<file path="src/indicator_consts.svh">
`ifndef INDICATOR_CONSTS_SVH
`define INDICATOR_CONSTS_SVH
// timing base
`define CLK_HZ 20000000
`define TICK_US 1000
// durations in milliseconds
`define BEEP_MS 10'd100
`define GAP_MS 10'd100
`define PAUSE_MS 10'd300
`define RAZZ_MS 10'd400
`define FLASH_MS 10'd100
`define BLINK_MS 10'd250
// tone codes on beep_tone
`define TONE_SILENT 3'h7
`define TONE_RAZZ 4'h8
`define TONE_HIGH 4'h9
`define TONE_LOW 4'ha
// request slots, lower index wins
`define NREQ 11
`define Q_ELEC 4'h0
`define Q_LASER 4'h1
`define Q_SCAN 4'h2
`define Q_MEM 4'h3
`define Q_UPG 4'h4
`define Q_CFG 4'h5
`define Q_INVAL 4'h6
`define Q_OCP 4'h7
`define Q_TMO 4'h8
`define Q_READ 4'h9
`define Q_PWR 4'ha
`endif

</file>
<file path="src/indicator_pkg.sv">
package indicator_pkg;
   // tone player states, one-hot
   typedef enum logic [5:0] {
      P_IDLE  = 6'h01,
      P_TONE  = 6'h02,
      P_GAP   = 6'h04,
      P_PAUSE = 6'h08,
      P_HIGH  = 6'h10,
      P_LOW   = 6'h20
   } player_e;
   typedef logic [3:0] tone_t; // beeper tone code
endpackage

</file>
<file path="src/status_indicator.sv">
`timescale 1ns/1ps
`include "indicator_consts.svh"
// Functional notes
// - eight tone settings, one silent
// - power-up: green on, red flash, one beep
// - power-up red lit during beep
// - good read: red flash, optional beep
// - upgrade needed: two beeps, alternate flashing
// - config entry: three beeps, LEDs flash
// - config exit: three beeps, flashing stops
// - comm timeout: three beeps when enabled
// - one-code done: three beeps, pause, high, low
// - yellow steady when gate button inactive
// - green follows laser in default mode
// - standby gate: dark until laser active
// - host not ready: red steady on
// - waiting host: red on, green off
// - invalid code in program mode: razzberry
// - laser fault: green flashes, one razzberry
// - scan fault: both flash, two razzberries
// - electronics fault: continuous razzberry, dark
// - config memory fault: three beeps
module status_indicator #(
   parameter int TICK_CYC = `CLK_HZ / 1000000 * `TICK_US // cycles per ms
) (
   input wire logic clk, // 20 MHz
   input wire logic reset_n, // sync, active low
   input wire logic [2:0] tone_sel, // 0 normal, 1..6 alternate, 7 silent
   input wire logic single_beep_en, // beep on good read
   input wire logic tmo_beep_en, // beep on comm timeout
   input wire logic yellow_fitted, // model with yellow led
   input wire logic selftest_done, // pulse, results below valid
   input wire logic elec_fault, // electronics self-test failed
   input wire logic mem_fault, // config_store_memory check failed
   input wire logic upgrade_needed, // firmware upgrade required
   input wire logic laser_fault, // laser subsystem fault level
   input wire logic scan_fault, // scan mechanism fault level
   input wire logic good_read, // pulse, decode succeeded
   input wire logic cfg_enter, // pulse, config mode entered
   input wire logic cfg_exit, // pulse, config mode left
   input wire logic comm_timeout, // pulse, host comms timeout
   input wire logic ocp_done, // pulse, one-code programming ok
   input wire logic invalid_code, // pulse, bad programming code
   input wire logic laser_active, // laser is on
   input wire logic gate_standby, // standby with gate enabled
   input wire logic gate_inactive, // gate button not active
   input wire logic host_not_ready, // message held for host
   input wire logic host_wait, // waiting for host comms
   output logic led_green, // green led
   output logic led_red, // red led
   output logic led_yellow, // yellow led
   output logic beep_on, // beeper sounding
   output indicator_pkg::tone_t beep_tone, // tone code
   output logic seq_busy // tone sequence in progress
);
   import indicator_pkg::*;

   localparam int TW = $clog2(TICK_CYC + 1);

   // pick lowest set request slot
   function automatic logic [3:0] pick(input logic [`NREQ-1:0] v);
      logic [3:0] r;
      r = 4'h0;
      for (int i = `NREQ - 1; i >= 0; i--) begin
         if (v[i]) begin
            r = 4'(i);
         end
      end
      return r;
   endfunction

   // number of tones for a slot
   function automatic logic [2:0] tones_of(input logic [3:0] q);
      logic [2:0] n;
      n = 3'h1;
      if (q == `Q_SCAN || q == `Q_UPG) begin
         n = 3'h2;
      end else if (q == `Q_MEM || q == `Q_CFG || q == `Q_OCP || q == `Q_TMO) begin
         n = 3'h3;
      end
      return n;
   endfunction

   // slots using the razzberry tone
   function automatic logic is_razz(input logic [3:0] q);
      return q == `Q_ELEC || q == `Q_LASER || q == `Q_SCAN || q == `Q_INVAL;
   endfunction

   logic [TW-1:0] tick_ff, nxt_tick; // ms divider
   logic tick; // one-cycle ms enable
   logic [9:0] blink_ff, nxt_blink; // blink half-period
   logic phase_ff, nxt_phase; // blink phase
   logic [9:0] rfl_ff, nxt_rfl; // red flash timer
   logic ready_ff, nxt_ready; // self-test passed
   logic elec_ff, nxt_elec; // electronics fault latched
   logic upg_ff, nxt_upg; // upgrade mode
   logic cfg_ff, nxt_cfg; // configuration mode
   logic lflt_ff, nxt_lflt; // laser fault delayed
   logic sflt_ff, nxt_sflt; // scan fault delayed
   logic [`NREQ-1:0] pend_ff, nxt_pend; // pending tone requests
   logic [`NREQ-1:0] req_set, req_clr; // set and clear terms
   player_e st_ff, nxt_st; // player state
   logic [9:0] ms_ff, nxt_ms; // ms left in step
   logic [2:0] left_ff, nxt_left; // tones left
   logic [3:0] idx_ff, nxt_idx; // slot being played
   logic step_done; // current step expires
   logic audible; // selected tone not silent
   logic pwr_show, pwr_tone; // power-up phase, its beep
   logic g_ff, nxt_g, r_ff, nxt_r, y_ff, nxt_y; // led registers
   logic bon_ff, nxt_bon; // beeper enable register
   tone_t btn_ff, nxt_btn; // beeper tone register

   // timebase: ms tick and blink phase
   always_comb begin
      tick = tick_ff == TW'(TICK_CYC - 1);
      nxt_tick = tick ? '0 : tick_ff + TW'(1);
      nxt_blink = blink_ff;
      nxt_phase = phase_ff;
      nxt_rfl = rfl_ff;
      if (tick) begin
         nxt_blink = (blink_ff == `BLINK_MS - 10'd1) ? 10'h0 : blink_ff + 10'd1;
         nxt_phase = (blink_ff == `BLINK_MS - 10'd1) ? ~phase_ff : phase_ff;
         nxt_rfl = (rfl_ff != 10'h0) ? rfl_ff - 10'd1 : rfl_ff;
      end
      if (good_read) begin
         nxt_rfl = `FLASH_MS;
      end
   end

   always_ff @(posedge clk) begin
      if (!reset_n) begin
         tick_ff <= '0;
         blink_ff <= 10'h0;
         phase_ff <= 1'b0;
         rfl_ff <= 10'h0;
      end else begin
         tick_ff <= nxt_tick;
         blink_ff <= nxt_blink;
         phase_ff <= nxt_phase;
         rfl_ff <= nxt_rfl;
      end
   end

   // modes and request capture
   always_comb begin
      nxt_ready = ready_ff | (selftest_done & ~elec_fault);
      nxt_elec = elec_ff | (selftest_done & elec_fault);
      nxt_upg = upg_ff | (selftest_done & ~elec_fault & ~mem_fault & upgrade_needed);
      nxt_cfg = cfg_exit ? 1'b0 : (cfg_enter ? 1'b1 : cfg_ff);
      nxt_lflt = laser_fault;
      nxt_sflt = scan_fault;
      req_set = '0;
      req_set[`Q_ELEC] = selftest_done & elec_fault;
      req_set[`Q_LASER] = laser_fault & ~lflt_ff;
      req_set[`Q_SCAN] = scan_fault & ~sflt_ff;
      req_set[`Q_MEM] = selftest_done & ~elec_fault & mem_fault;
      req_set[`Q_UPG] = selftest_done & ~elec_fault & ~mem_fault & upgrade_needed;
      req_set[`Q_CFG] = cfg_enter | cfg_exit;
      req_set[`Q_INVAL] = invalid_code & (cfg_ff | upg_ff);
      req_set[`Q_OCP] = ocp_done;
      req_set[`Q_TMO] = comm_timeout & tmo_beep_en;
      req_set[`Q_READ] = good_read & single_beep_en;
      req_set[`Q_PWR] = selftest_done & ~elec_fault & ~mem_fault & ~upgrade_needed;
      req_clr = '0;
      if (st_ff == P_IDLE && pend_ff != '0) begin
         req_clr[pick(pend_ff)] = 1'b1;
      end
      // new request wins over clear
      nxt_pend = (pend_ff & ~req_clr) | req_set;
   end

   always_ff @(posedge clk) begin
      if (!reset_n) begin
         ready_ff <= 1'b0;
         elec_ff <= 1'b0;
         upg_ff <= 1'b0;
         cfg_ff <= 1'b0;
         lflt_ff <= 1'b0;
         sflt_ff <= 1'b0;
         pend_ff <= '0;
      end else begin
         ready_ff <= nxt_ready;
         elec_ff <= nxt_elec;
         upg_ff <= nxt_upg;
         cfg_ff <= nxt_cfg;
         lflt_ff <= nxt_lflt;
         sflt_ff <= nxt_sflt;
         pend_ff <= nxt_pend;
      end
   end

   // tone player
   always_comb begin
      nxt_st = st_ff;
      nxt_ms = ms_ff;
      nxt_left = left_ff;
      nxt_idx = idx_ff;
      step_done = tick && ms_ff == 10'd1;
      if (tick && ms_ff != 10'd1) begin
         nxt_ms = ms_ff - 10'd1;
      end
      unique case (st_ff)
         P_IDLE: begin
            if (pend_ff != '0) begin
               nxt_idx = pick(pend_ff);
               nxt_left = tones_of(nxt_idx);
               nxt_ms = is_razz(nxt_idx) ? `RAZZ_MS : `BEEP_MS;
               nxt_st = P_TONE;
            end
         end
         P_TONE: begin
            if (step_done) begin
               if (idx_ff == `Q_ELEC) begin
                  nxt_ms = `RAZZ_MS;
               end else if (left_ff > 3'h1) begin
                  nxt_left = left_ff - 3'h1;
                  nxt_ms = `GAP_MS;
                  nxt_st = P_GAP;
               end else if (idx_ff == `Q_OCP) begin
                  nxt_ms = `PAUSE_MS;
                  nxt_st = P_PAUSE;
               end else begin
                  nxt_st = P_IDLE;
               end
            end
         end
         P_GAP: begin
            if (step_done) begin
               nxt_ms = is_razz(idx_ff) ? `RAZZ_MS : `BEEP_MS;
               nxt_st = P_TONE;
            end
         end
         P_PAUSE: begin
            if (step_done) begin
               nxt_ms = `BEEP_MS;
               nxt_st = P_HIGH;
            end
         end
         P_HIGH: begin
            if (step_done) begin
               nxt_ms = `BEEP_MS;
               nxt_st = P_LOW;
            end
         end
         P_LOW: begin
            if (step_done) begin
               nxt_st = P_IDLE;
            end
         end
      endcase
      audible = tone_sel != `TONE_SILENT;
      nxt_bon = (nxt_st == P_TONE && (is_razz(nxt_idx) || audible))
         || ((nxt_st == P_HIGH || nxt_st == P_LOW) && audible);
      nxt_btn = (nxt_st == P_HIGH) ? `TONE_HIGH : (nxt_st == P_LOW) ? `TONE_LOW
         : is_razz(nxt_idx) ? `TONE_RAZZ : {1'b0, tone_sel};
   end

   always_ff @(posedge clk) begin
      if (!reset_n) begin
         st_ff <= P_IDLE;
         ms_ff <= 10'h1;
         left_ff <= 3'h0;
         idx_ff <= 4'h0;
         bon_ff <= 1'b0;
         btn_ff <= 4'h0;
      end else begin
         st_ff <= nxt_st;
         ms_ff <= nxt_ms;
         left_ff <= nxt_left;
         idx_ff <= nxt_idx;
         bon_ff <= nxt_bon;
         btn_ff <= nxt_btn;
      end
   end

   // led pattern selection
   always_comb begin
      pwr_show = pend_ff[`Q_PWR] || (idx_ff == `Q_PWR && st_ff != P_IDLE);
      pwr_tone = idx_ff == `Q_PWR && st_ff == P_TONE;
      nxt_g = laser_active;
      nxt_r = rfl_ff != 10'h0;
      // standby with gate enabled keeps yellow dark
      nxt_y = yellow_fitted & gate_inactive & ~gate_standby & ready_ff & ~elec_ff;
      if (elec_ff) begin
         nxt_g = 1'b0;
         nxt_r = 1'b0;
      end else if (laser_fault) begin
         nxt_g = phase_ff;
         nxt_r = 1'b0;
      end else if (scan_fault) begin
         nxt_g = phase_ff;
         nxt_r = phase_ff;
      end else if (upg_ff || cfg_ff) begin
         nxt_g = phase_ff;
         nxt_r = ~phase_ff;
      end else if (!ready_ff || pwr_show) begin
         nxt_g = 1'b1;
         nxt_r = pwr_tone;
      end else if (host_wait) begin
         nxt_g = 1'b0;
         nxt_r = 1'b1;
      end else if (host_not_ready) begin
         nxt_r = 1'b1;
      end
   end

   always_ff @(posedge clk) begin
      if (!reset_n) begin
         g_ff <= 1'b0;
         r_ff <= 1'b0;
         y_ff <= 1'b0;
      end else begin
         g_ff <= nxt_g;
         r_ff <= nxt_r;
         y_ff <= nxt_y;
      end
   end

   assign led_green = g_ff;
   assign led_red = r_ff;
   assign led_yellow = y_ff;
   assign beep_on = bon_ff;
   assign beep_tone = btn_ff;
   assign seq_busy = st_ff != P_IDLE;
endmodule

</file>
<file path="config.mk">
export PLATFORM = sky130hd
export DESIGN_NAME = status_indicator
export DESIGN_NICKNAME = d
export VERILOG_FILES = /design/src/indicator_pkg.sv /design/src/status_indicator.sv
export VERILOG_INCLUDE_DIRS = /design/src /design/src/src
export SDC_FILE = /design/constraint.sdc
export NUM_CORES = 1
export LEC_CHECK = 0
export ABC_AREA = 1
export BUFFER_PORTS_ARGS = -buffer_cell sky130_fd_sc_hd__buf_2
export CORE_MARGIN = 5
export CORE_UTILIZATION = 45
export DETAILED_ROUTE_END_ITERATION = 10
export PLACE_DENSITY_LB_ADDON = 0.12
export SLEW_MARGIN = 20
export SYNTH_ARGS = -nofsm -noshare
export SYNTH_HDL_FRONTEND = slang
export SYNTH_SLANG_ARGS = --single-unit
</file>
<file path="constraint.sdc">
create_clock -name clk -period 2.35 [get_ports clk]
set_clock_uncertainty 0.15 [all_clocks]
set_input_delay 0.235 -clock clk [delete_from_list [all_inputs] [get_ports clk]]
set_output_delay 0.235 -clock clk [all_outputs]
set_load 0.02 [all_outputs]
</file>
==> key figures, run 1 <==
Run status
  – Outcome: completed

Synthesis
  – Xor/xnor share of the synthesized area: 1.64%
  – Synth Area in Simple Gates: 37.7%
  – YS warnings: 0
  – EDFF count, synth: 0
  – Most frequent cell after synthesis: nand2_1
  – Synth Area in Compound Gates: 13.7%
  – Largest cells by area after synthesis: dfxtp_1 35%, nand2_1 11%, inv_1 8.1%, nor2_1 6.3%, a21oi_1 5.1%
  – Yosys top cell by area: dfxtp_1
  – Sequential area share after synthesis: 35.0%
  – Cell area after synthesis: 0.00481 mm²
  – Async SR Flop Fraction: 0%
  – Post-synth cell types: 48
  – Area share of fa/ha/maj cells after synthesis: 2.08%
  – Cell count after synthesis: 698
  – Ys flop type: dfxtp_1
  – Avg Synthesized Cell Area: 6.89 µm²
  – FF+latch count, synth: 84
  – Synth cell count leaders: 137 x nand2_1, 104 x inv_1, 84 x dfxtp_1, 81 x nor2_1, 49 x a21oi_1
  – Largest family of logic cells by synthesized area: simple AND/OR/NAND/NOR gates
  – Syn Nets: 731
  – Post-synth top area share: 35.0%
  – Multiplexer share of the synthesized area: 0%

Die
  – DIE HEIGHT: 113 µm
  – Row count: 37
  – Core Area: 0.0104 mm²
  – Die Width: 113 µm
  – Initial Utilization: 46.4%
  – Die area: 0.0129 mm²
  – Ports: 34

Worst setup path
  – Slowest-stage cell, CP: dfxtp_1
  – Reg2Reg Depth: 13
  – Kind of critical path: reg -> reg
  – Worst Setup Start Kind: register
  – CP max stage delay: 0.37 ns
  – CP endpoint kind: register
  – CP required: 2.50 ns
  – WP data arrival: 2.31 ns
  – CP Cell Sequence: ha_1, nand2_1, nor2_1, nand3_2, nor2_8, nand2_2, nand2_1, o21ai_1, nor2_1, nand3_1, nor2_1, nand2_1, a21oi_2
  – Crit-path max FO: 8

STA
  – Final min period: 2.16 ns
  – Final hold vios: 0
  – TNS Setup: 0 ns
  – Max Fclk: 462 MHz
  – Worst Tran Pin Value: 0.423 ns
  – Final cycle utilization of the critical path: 92.0%
  – RSZ-0062 raised after global routing: true
  – Rel. slew slack: 71.6%
  – Finish-stage setup viols: 0
  – Final Slew Violations: 0

Placed design
  – GP Congestion: 0.956
  – Hpwl dp: 8770 µm
  – Placed insts: 866
  – I/O Buffers: 33

Routing
  – Vias post-DR: 4473
  – Drt via density: 4.98
  – Final ANT Viol Nets: 0
  – Detailed router's first-iteration violation count: 366
  – Routed WL per cell: 12.9 µm
  – Initial DRT Pass Iterations: 7
  – Detailed Route WL: 11600 µm
  – DRC violations left: 0

Clock network
  – CTS max path bufs: 2
  – Sink Count: 84
  – Htree depth: 3
  – Clk root buf: clkbuf_8
  – Clock slew at reported path FFs: 0.08 ns
  – CTS buffer count: 9
  – TritonCTS clock tree: yes
  – Clk Latency, worst-skew pair: 0.37 ns
  – Post-CTS Setup Repair Bufs: 0

Global route
  – Largest net degree at the start of global routing: 20
  – Tot GR Track Use: 18.5%
  – First-pass GRT wire length: 19500 µm
  – Vias in the first global route: 4228
  – Initial antenna violation count: 0
  – Remaining Overflow, GRT: 0

Job
  – # Max-Cap Violations: 0

Cells and area
  – Diodes inserted: 0
  – Non-Filler Instances: 898
  – Filler cells: 1048
  – Area Overhead vs Synth: 15.5%
  – Share of cells above drive strength 1: 16.5%
  – Nets: 790

Min path
  – Hold Crit Class: in -> reg
  – Hold depth: 3

Pwr
  – Lkg Pwr: 0.00247 µW
  – VDD IR max: 438 µV
  – Overall power: 3370 µW
  – Cell Pwr Density: 608 mW/mm²
per-layer routing:
layer / track usage [%] / share of wire [%] / wire length (µm)
met2: 32.6 / 49 / 5670
met1: 23.2 / 46 / 5310
met4: 4.49 / 1.3 / 146
met3: 3.55 / 4.0 / 464
met5: 0 / 0 / 0
path summary, 6_finish.rpt:
check | from | to | slack, ns
setup reg to reg | tick_ff[0] | beep_on | 0.19
hold / removal | tone_sel[0] | beep_tone[0] | 0.01
hold reg to reg | lflt_ff | pend_ff[1] | 0.29
setup / recovery | tick_ff[0] | beep_on | 0.19
report_power, final:
group / total, µW / switching [µW] / internal [µW]
sequential: 1530 / 43.3 / 1490
clock: 1180 / 551 / 632
combinational: 660 / 429 / 231
total: 3370 / 1020 / 2350
worst max-delay path: cells and delay by family, from the launching register on:
| family | cells | cell delay, ns |
|---|---|---|
| adder cells (fa/ha/maj) | 1 | 0.22 |
| AO/OA/AOI/OAI | 2 | 0.22 |
| flip-flops | 1 | 0.37 |
| AND/OR/NAND/NOR | 10 | 1.15 |
metrics by stage:
step                area, µm²  util (%)  setup slack [ns]  hold slack (ns)
detailed placement       5160      49.7             0.201            0.252
finish                   5550      53.6             0.187           0.0110
CTS                      5540      53.5             0.164        0.0000158
floorplan                4810         -             0.486            0.162
global route             5550      53.6           -0.0296           0.0119
global placement         5160      49.7             0.239            0.251
kinds of logic (layout without fill, tap and decap cells):
| family | count (synthesis) | after routing |
|---|---|---|
| AND/OR/NAND/NOR | 353 | 353 |
| XOR/XNOR | 9 | 9 |
| flip-flops | 84 | 84 |
| adder cells (fa/ha/maj) | 8 | 8 |
| AO/OA/AOI/OAI | 118 | 118 |
| buffers and inverters | 126 | 190 |
repair_timing:
item                       4_1_cts  5_1_grt
gates resized for setup          0        2
hold endpoints to repair        13        0
setup endpoints to repair        0        4
hold buffers                    16        0
final cells by class:
cell class	count	area [µm²]	share of cell area (%)
repair buffers	54	363	6.53
clock buffers	11	141	2.55
clock inverters	5	85.1	1.53
inverters	120	450	8.11
well taps	136	170	3.06
flip-flops and latches	84	1680	30.3
multi-input cells	488	2660	47.9
sequential cells by signal, indices dropped and copies added, names as in the netlist, 3 cells and up:
register,flops
tick_ff,15
rfl_ff,10
pend_ff,11
idx_ff,4
blink_ff,10
ms_ff,10
beep_tone,4
left_ff,3
st_ff,6
cell usage in the layout, fill, tap and decap left out, drive strengths merged, types with 2 or more instances in the layout:
| cell | n |
|---|---|
| dfxtp | 84 |
| o21a | 3 |
| o22ai | 3 |
| dlygate4sd3 | 16 |
| a31oi | 5 |
| clkbuf | 11 |
| or2 | 2 |
| ha | 8 |
| nor4 | 3 |
| nor3 | 19 |
| inv | 119 |
| o211ai | 4 |
| xor2 | 8 |
| nand3b | 7 |
| o21bai | 2 |
| nor2 | 102 |
| o21ai | 42 |
| nand4 | 11 |
| clkinv | 3 |
| buf | 38 |
| nand2 | 150 |
| a21oi | 52 |
| nor3b | 8 |
| nand3 | 50 |
| o31ai | 4 |
| bufinv | 2 |
No activity file was read; power rests on OpenSTA's default activity.
==> run 2: changes to the inputs <==
--- a/config.mk
+++ b/config.mk
@@ -6,11 +6,11 @@
 export SDC_FILE = /design/constraint.sdc
 export NUM_CORES = 1
 export LEC_CHECK = 0
-export ABC_AREA = 1
 export BUFFER_PORTS_ARGS = -buffer_cell sky130_fd_sc_hd__buf_2
 export CORE_MARGIN = 5
 export CORE_UTILIZATION = 45
 export DETAILED_ROUTE_END_ITERATION = 10
+export GPL_TIMING_DRIVEN = 1
 export PLACE_DENSITY_LB_ADDON = 0.12
 export SLEW_MARGIN = 20
 export SYNTH_ARGS = -nofsm -noshare
==> run 2 against run 1 <==
Against the previous run: combinational power is 2% higher; maximum frequency decreased by 5.3%; core utilization grew 4.0 points; worst hold slack better by 0.0098 ns; critical endpoint is now beep_tone[0]; highest routed layer unchanged.
==> key figures, run 2 <==
STA
  – Final hold vios: 0 (unchanged)
  – Finish-stage setup viols: 0 (unchanged)
  – RSZ-0062 raised after global routing: true (unchanged)
  – Worst setup margin: 0.0662 ns (was 0.187 ns)
  – Final min period: 2.28 ns (was 2.16 ns)
  – Rel. slew slack: 59.6% (was 71.6%)
  – Max Fclk: 438 MHz (was 462 MHz)
  – Final Slew Violations: 0 (unchanged)
  – Final cycle utilization of the critical path: 97.2% (was 92.0%)
  – Worst Tran Pin Value: 0.601 ns (was 0.423 ns)

Cells and area
  – Most frequent cells in the layout: 84 x dfxtp_1, 78 x nor2_1, 59 x buf_4 (was 137 x nand2_1, 104 x inv_1, 84 x dfxtp_1)
  – Area Overhead vs Synth: 25.6% (was 15.5%)
  – Post-Layout Inst Area: 0.00560 mm² (was 0.00555 mm²)
  – Diodes inserted: 0 (unchanged)
  – Nets: 669 (was 790)
  – Biggest register: tick_ff (unchanged)
  – Share of cells above drive strength 1: 21.9% (was 16.5%)
  – Max FFs per register: 15 (unchanged)
  – Top Registers: tick_ff: 15 flops, pend_ff: 11 flops (unchanged)
  – Commonest non-fill, non-tap cell in the layout: dfxtp_1 (was nand2_1)

Synthesis
  – Yosys top cell by area: dfxtp_1 (unchanged)
  – Avg Synthesized Cell Area: 8.25 µm² (was 6.89 µm²)
  – Cell area after synthesis: 0.00446 mm² (was 0.00481 mm²)
  – YS warnings: 0 (unchanged)
  – Most frequent cell after synthesis: dfxtp_1 (was nand2_1)
  – Syn Nets: 573 (was 731)
  – Post-synth top area share: 37.7% (was 35.0%)
  – Post-synth cell types: 66 (was 48)
  – Cell count after synthesis: 540 (was 698)
  – EDFF count, synth: 0 (unchanged)
  – Sequential area share after synthesis: 37.7% (was 35.0%)
  – Largest cells by area after synthesis: dfxtp_1 38%, nor2_1 6.7%, xor2_1 4.1%, xnor2_1 3.9%, a21oi_1 3.3% (was dfxtp_1 35%, nand2_1 11%, inv_1 8.1%, nor2_1 6.3%, a21oi_1 5.1%)
  – Ys flop type: dfxtp_1 (unchanged)
  – Async SR Flop Fraction: 0% (unchanged)
  – FF+latch count, synth: 84 (unchanged)
  – Synth cell count leaders: 84 x dfxtp_1, 79 x nor2_1, 31 x nand2_1, 29 x a21oi_1, 28 x nand3_1 (was 137 x nand2_1, 104 x inv_1, 84 x dfxtp_1, 81 x nor2_1, 49 x a21oi_1)

Pwr
  – Cell Pwr Density: 593 mW/mm² (was 608 mW/mm²)
  – Internal: 2390 µW (was 2350 µW)
  – Lkg Pwr: 0.00218 µW (was 0.00247 µW)
  – Sequential share of power: 46.4% (was 45.4%)
  – Comb power frac: 20.2% (was 19.6%)
  – VDD IR max: 367 µV (was 438 µV)
  – Net Switching: 937 µW (was 1020 µW)
  – Clk pwr share: 33.4% (was 35.1%)
  – Switching share of power: 28.2% (was 30.3%)

Routing
  – Detailed router's first-iteration violation count: 241 (was 366)
  – Detailed Route WL: 11500 µm (was 11600 µm)
  – DRC violations left: 0 (unchanged)
  – Drt via density: 5.51 (was 4.98)
  – Final ANT Viol Nets: 0 (unchanged)
  – Initial DRT Pass Iterations: 4 (was 7)
  – Routed WL per cell: 14.8 µm (was 12.9 µm)
  – Vias post-DR: 4260 (was 4473)

Placed design
  – Pre-CTS setup slack: 0.0390 ns (was 0.201 ns)
  – Placed inst area: 0.00510 mm² (was 0.00516 mm²)
  – GP Congestion: 0.961 (was 0.956)
  – Hpwl dp: 8480 µm (was 8770 µm)
  – I/O Buffers: 33 (unchanged)

Min path
  – Hold Crit Class: in -> reg (unchanged)
  – Hold depth: 3 (unchanged)

Worst setup path
  – WP data arrival: 2.35 ns (was 2.31 ns)
  – CP required: 2.42 ns (was 2.50 ns)
  – Kind of critical path: reg -> reg (unchanged)
  – Worst Setup Start Kind: register (unchanged)
  – Crit-path max FO: 5 (was 8)
  – CP endpoint kind: register (unchanged)
  – Reg-to-reg slack, setup: 0.07 ns (was 0.19 ns)
  – Reg2Reg Depth: 6 (was 13)

Die
  – Die Width: 110 µm (was 113 µm)
  – DIE HEIGHT: 110 µm (was 113 µm)
  – Die area: 0.0120 mm² (was 0.0129 mm²)
  – Row count: 36 (was 37)
  – Core Area: 0.00973 mm² (was 0.0104 mm²)
  – Ports: 34 (unchanged)
  – Initial Utilization: 45.8% (was 46.4%)

Clock network
  – Clk Latency, worst-skew pair: 0.35 ns (was 0.37 ns)
  – Clock slew at reported path FFs: 0.09 ns (was 0.08 ns)
  – CTS buffer count: 9 (unchanged)
  – Sink Count: 84 (unchanged)
  – Htree depth: 3 (unchanged)
  – TritonCTS clock tree: yes (unchanged)
  – CTS max path bufs: 2 (unchanged)
  – Clk root buf: clkbuf_8 (unchanged)

Global route
  – First-pass GRT wire length: 18700 µm (was 19500 µm)
  – Tot GR Track Use: 19.4% (was 18.5%)
  – Largest net degree at the start of global routing: 20 (unchanged)
  – Vias in the first global route: 4034 (was 4228)
  – Initial antenna violation count: 0 (unchanged)
  – Remaining Overflow, GRT: 0 (unchanged)

Job
  – # Max-Cap Violations: 0 (unchanged)

Run status
  – Outcome: completed (unchanged)
-- run 2: routing by layer --
metal | wire [µm] | share of wire [%] | GRT usage (%) | up-vias
met2 | 5270 | 46 | 32.1 | 100
met1 | 5500 | 48 | 26.3 | 2017
li1 | - | - | - | 2127
met5 | 0 | 0 | 0 | -
met3 | 511 | 4.5 | 3.35 | 16
met4 | 172 | 1.5 | 5.08 | 0
-- run 2: kinds of logic after synthesis --
| logic type | count (synthesis) | share of synthesized area [%] |
|---|---|---|
| buf+inv | 47 | 4.69 |
| compound gates | 111 | 17.4 |
| simple gates | 246 | 29.2 |
| flops | 84 | 37.7 |
| fa+ha+maj | 8 | 2.25 |
| xor+xnor | 41 | 8.06 |
| mux | 3 | 0.702 |
-- run 2: critical path: stages (launching register included) --
cell     delay [ns]
dfxtp_1        0.32
or4_4          0.56
nor3_4         0.23
o21ai_0        0.13
a221o_1        0.38
a21oi_4        0.26
o32ai_1        0.13
-- run 2: worst paths after layout --
path | startpoint | to
min | elec_fault | elec_ff
max | pend_ff[4] | beep_tone[0]
min reg2reg | tick_ff[0] | tick_ff[0]
max reg2reg | pend_ff[4] | beep_tone[0]
-- run 2: per-stage QoR --
step	setup TNS, ns	total power (µW)	hold WS (ns)	std cells	util (%)
after global placement	0	2180	0.275	741	52.5
after global routing	-0.0957	3480	0.0171	773	57.5
final	0	3320	0.0209	773	57.5
after CTS	0	3320	0.00586	772	56.2
after detailed placement	0	2180	0.285	741	52.5
after floorplan	0	1950	0.158	540	-
-- run 2: power by group through the flow --
stage / Sequential (µW) / Clock [µW] / Combinational [µW]
6_report: 1540 / 1110 / 671
2_1_floorplan: 1570 / 0 / 378
3_5_place_dp: 1570 / 0 / 613
3_3_place_gp: 1570 / 0 / 608
4_1_cts: 1540 / 1140 / 635
5_1_grt: 1550 / 1200 / 730
-- run 2: area by class of cell --
cell class	instances	area (µm²)
inverters	24	90.1
well taps	133	166
clock inverters	4	75.1
multi-input cells	409	2690
repair buffers	108	768
fillers	922	4130
clock buffers	11	131
flip-flops and latches	84	1680
-- run 2: timing repair --
item | in CTS | in global routing
resized for setup | 0 | 24
hold buffers | 16 | 0
buffers inserted | 0 | 1
hold endpoints to repair | 15 | 0
setup endpoints to repair | 0 | 19
==> run 3: changes to the inputs <==
--- a/config.mk
+++ b/config.mk
@@ -7,6 +7,7 @@
 export NUM_CORES = 1
 export LEC_CHECK = 0
 export BUFFER_PORTS_ARGS = -buffer_cell sky130_fd_sc_hd__buf_2
+export CAP_MARGIN = 25
 export CORE_MARGIN = 5
 export CORE_UTILIZATION = 45
 export DETAILED_ROUTE_END_ITERATION = 10
==> constraint.sdc (replaced) <==
create_clock -name clk -period 2.35 [get_ports clk]
set_clock_uncertainty 0.15 [all_clocks]
set_input_delay 0.3525 -clock clk [delete_from_list [all_inputs] [get_ports clk]]
set_output_delay 0.3525 -clock clk [all_outputs]
set_load 0.02 [all_outputs]
==> run 3 against run 2 <==
Against the previous run: first-iteration DRC count is 5.4% higher; sequential power hardly changed; maximum frequency hardly changed; flip-flop and latch count stayed put; power is 0.59% lower; via count is 1.7% lower; combinational power is 3.1% lower; largest power group unchanged; sequential share of layout area is 0.88 points higher; worst hold slack better by 0.014 ns; clock power hardly changed; cell area is 2.9% lower; non-clock buffer count is 16 lower.
==> key figures, run 3 (same netlist as run 2, synthesis figures left out) <==
Run status
  – Outcome: completed (unchanged)

Min path
  – Worst hold endpoint: cfg_ff (was elec_ff)
  – Hold Crit Class: in -> reg (unchanged)
  – HP Start: cfg_exit (was elec_fault)
  – Hold depth: 2 (was 3)

Worst setup path
  – WP data arrival: 2.36 ns (was 2.35 ns)
  – Slowest-stage cell, CP: or4_4 (unchanged)
  – CP Cell Sequence: or4_4, nor3_4, o21ai_0, a221o_1, a21oi_4, o32ai_1 (unchanged)
  – CP max stage delay: 0.56 ns (about the same)
  – Worst Setup Start Kind: register (unchanged)
  – R2r endpoint: beep_tone[0] (unchanged)
  – CP required: 2.42 ns (about the same)
  – Crit path max-delay family: compound AO/OA/AOI/OAI gates (unchanged)
  – Reg-to-reg slack, setup: 0.07 ns (about the same)
  – Buf/Inv on CP: 0 (unchanged)
  – CP endpoint kind: register (unchanged)
  – Crit-path max FO: 5 (unchanged)
  – Kind of critical path: reg -> reg (unchanged)
  – Reg2Reg Depth: 6 (unchanged)
  – RR Startpoint: pend_ff[4] (unchanged)
  – Worst path depth: 6 (unchanged)

STA
  – Hold_ws: 0.0345 ns (was 0.0209 ns)
  – RSZ-0062 raised after global routing: true (unchanged)
  – TNS Setup: 0 ns (unchanged)
  – Final Slew Violations: 0 (unchanged)
  – Max Fclk: 438 MHz (about the same)
  – Finish-stage setup viols: 0 (unchanged)
  – Worst setup margin: 0.0654 ns (was 0.0662 ns)
  – Final hold vios: 0 (unchanged)
  – Final min period: 2.28 ns (about the same)
  – Rel. slew slack: 59.8% (was 59.6%)
  – Worst Tran Pin Value: 0.598 ns (was 0.601 ns)
  – Final cycle utilization of the critical path: 97.2% (about the same)

Routing
  – Final ANT Viol Nets: 0 (unchanged)
  – Vias post-DR: 4186 (was 4260)
  – Routed WL per cell: 14.9 µm (was 14.8 µm)
  – DRC violations left: 0 (unchanged)
  – Detailed router's first-iteration violation count: 254 (was 241)
  – Drt via density: 5.53 (was 5.51)
  – Initial DRT Pass Iterations: 4 (unchanged)
  – Detailed Route WL: 11300 µm (was 11500 µm)

Global route
  – Vias in the first global route: 3937 (was 4034)
  – Largest net degree at the start of global routing: 20 (unchanged)
  – First-pass GRT wire length: 18200 µm (was 18700 µm)
  – Remaining Overflow, GRT: 0 (unchanged)
  – Initial antenna violation count: 0 (unchanged)
  – Tot GR Track Use: 19.0% (was 19.4%)

Job
  – # Max-Cap Violations: 0 (unchanged)

Die
  – Core Area: 0.00973 mm² (unchanged)
  – Die Width: 110 µm (unchanged)
  – Row count: 36 (unchanged)
  – Initial Utilization: 45.8% (unchanged)
  – Die area: 0.0120 mm² (unchanged)
  – DIE HEIGHT: 110 µm (unchanged)
  – Ports: 34 (unchanged)

Placed design
  – I/O Buffers: 33 (unchanged)
  – Hpwl dp: 8480 µm (unchanged)
  – Pre-CTS setup slack: 0.0390 ns (unchanged)
  – GP Congestion: 0.961 (unchanged)

Cells and area
  – Most frequent cells in the layout: 84 x dfxtp_1, 78 x nor2_1, 59 x buf_4 (unchanged)
  – Diodes inserted: 0 (unchanged)
  – Top Registers: tick_ff: 15 flops, pend_ff: 11 flops (unchanged)
  – Biggest register: tick_ff (unchanged)
  – Nets: 653 (was 669)
  – Commonest non-fill, non-tap cell in the layout: dfxtp_1 (unchanged)
  – Max FFs per register: 15 (unchanged)
  – Share of cells above drive strength 1: 22.4% (was 21.9%)
  – Filler cells: 940 (was 922)
  – Area Overhead vs Synth: 22.0% (was 25.6%)

Pwr
  – VDD IR max: 363 µV (was 367 µV)
  – Cell Pwr Density: 607 mW/mm² (was 593 mW/mm²)
  – Lkg Pwr: 0.00211 µW (was 0.00218 µW)

Clock network
  – CTS max path bufs: 2 (unchanged)
  – CTS buffer count: 9 (unchanged)
  – Clock slew at reported path FFs: 0.09 ns (about the same)
  – Sink Count: 84 (unchanged)
  – Htree depth: 3 (unchanged)
  – TritonCTS clock tree: yes (unchanged)
  – Clk root buf: clkbuf_8 (unchanged)
  – Clk Latency, worst-skew pair: 0.35 ns (about the same)
## run 3: final cells by class
cell class,instances,area [µm²],area share [%]
Clock buffer,11,131,2.42
Timing Repair Buffer,92,608,11.2
Tap cell,133,166,3.06
Clock inverter,4,75.1,1.38
Multi-Input combinational cell,409,2690,49.4
Sequential cell,84,1680,30.9
Inverter,24,90.1,1.66
## run 3: how the worst max path moves through the flow
stage,slack [ns],startpoint,to
2_1_floorplan,0.11,tick_ff[0],beep_on
3_3_place_gp,0.10,ms_ff[6],beep_on
3_5_place_dp,0.04,tick_ff[7],ms_ff[4]
4_1_cts,0.05,pend_ff[4],beep_tone[0]
5_1_grt,-0.03,st_ff[2],beep_tone[0]
6_report,0.07,pend_ff[4],beep_tone[0]
## run 3: through the flow
stage	cells	area, µm²	total power [µW]	utilization (%)
after floorplan	540	4460	1950	-
after global placement	741	5100	2180	52.5
after detailed placement	741	5100	2180	52.5
after CTS	756	5310	3300	54.6
after global routing	757	5440	3460	55.9
final	757	5440	3300	55.9
## run 3: where the power goes
| part | internal, µW | leakage (µW) | switching, µW |
|---|---|---|---|
| clock network | 594 | 0.0000956 | 517 |
| registers | 1490 | 0.000686 | 55.0 |
| logic | 289 | 0.00133 | 362 |
## run 3: worst register-to-register path, stage by stage (launching register included)
cell and delay (ns):
dfxtp_1 0.32, or4_4 0.56, nor3_4 0.23, o21ai_0 0.13, a221o_1 0.38, a21oi_4 0.26, o32ai_1 0.13
## run 3: repair_timing
action,4_1_cts,5_1_grt
buffers inserted,0,1
hold buffers,0,0
endpoints found under the setup margin,0,19
gates resized for setup,0,24
## run 3: metal layers
metal	share of wire, %	global-route usage, %	vias to the layer above
met5	0	0	-
met4	1.2	5.08	0
met3	3.8	3.35	12
met2	46	30.6	93
met1	49	26.2	1988
li1	-	-	2093
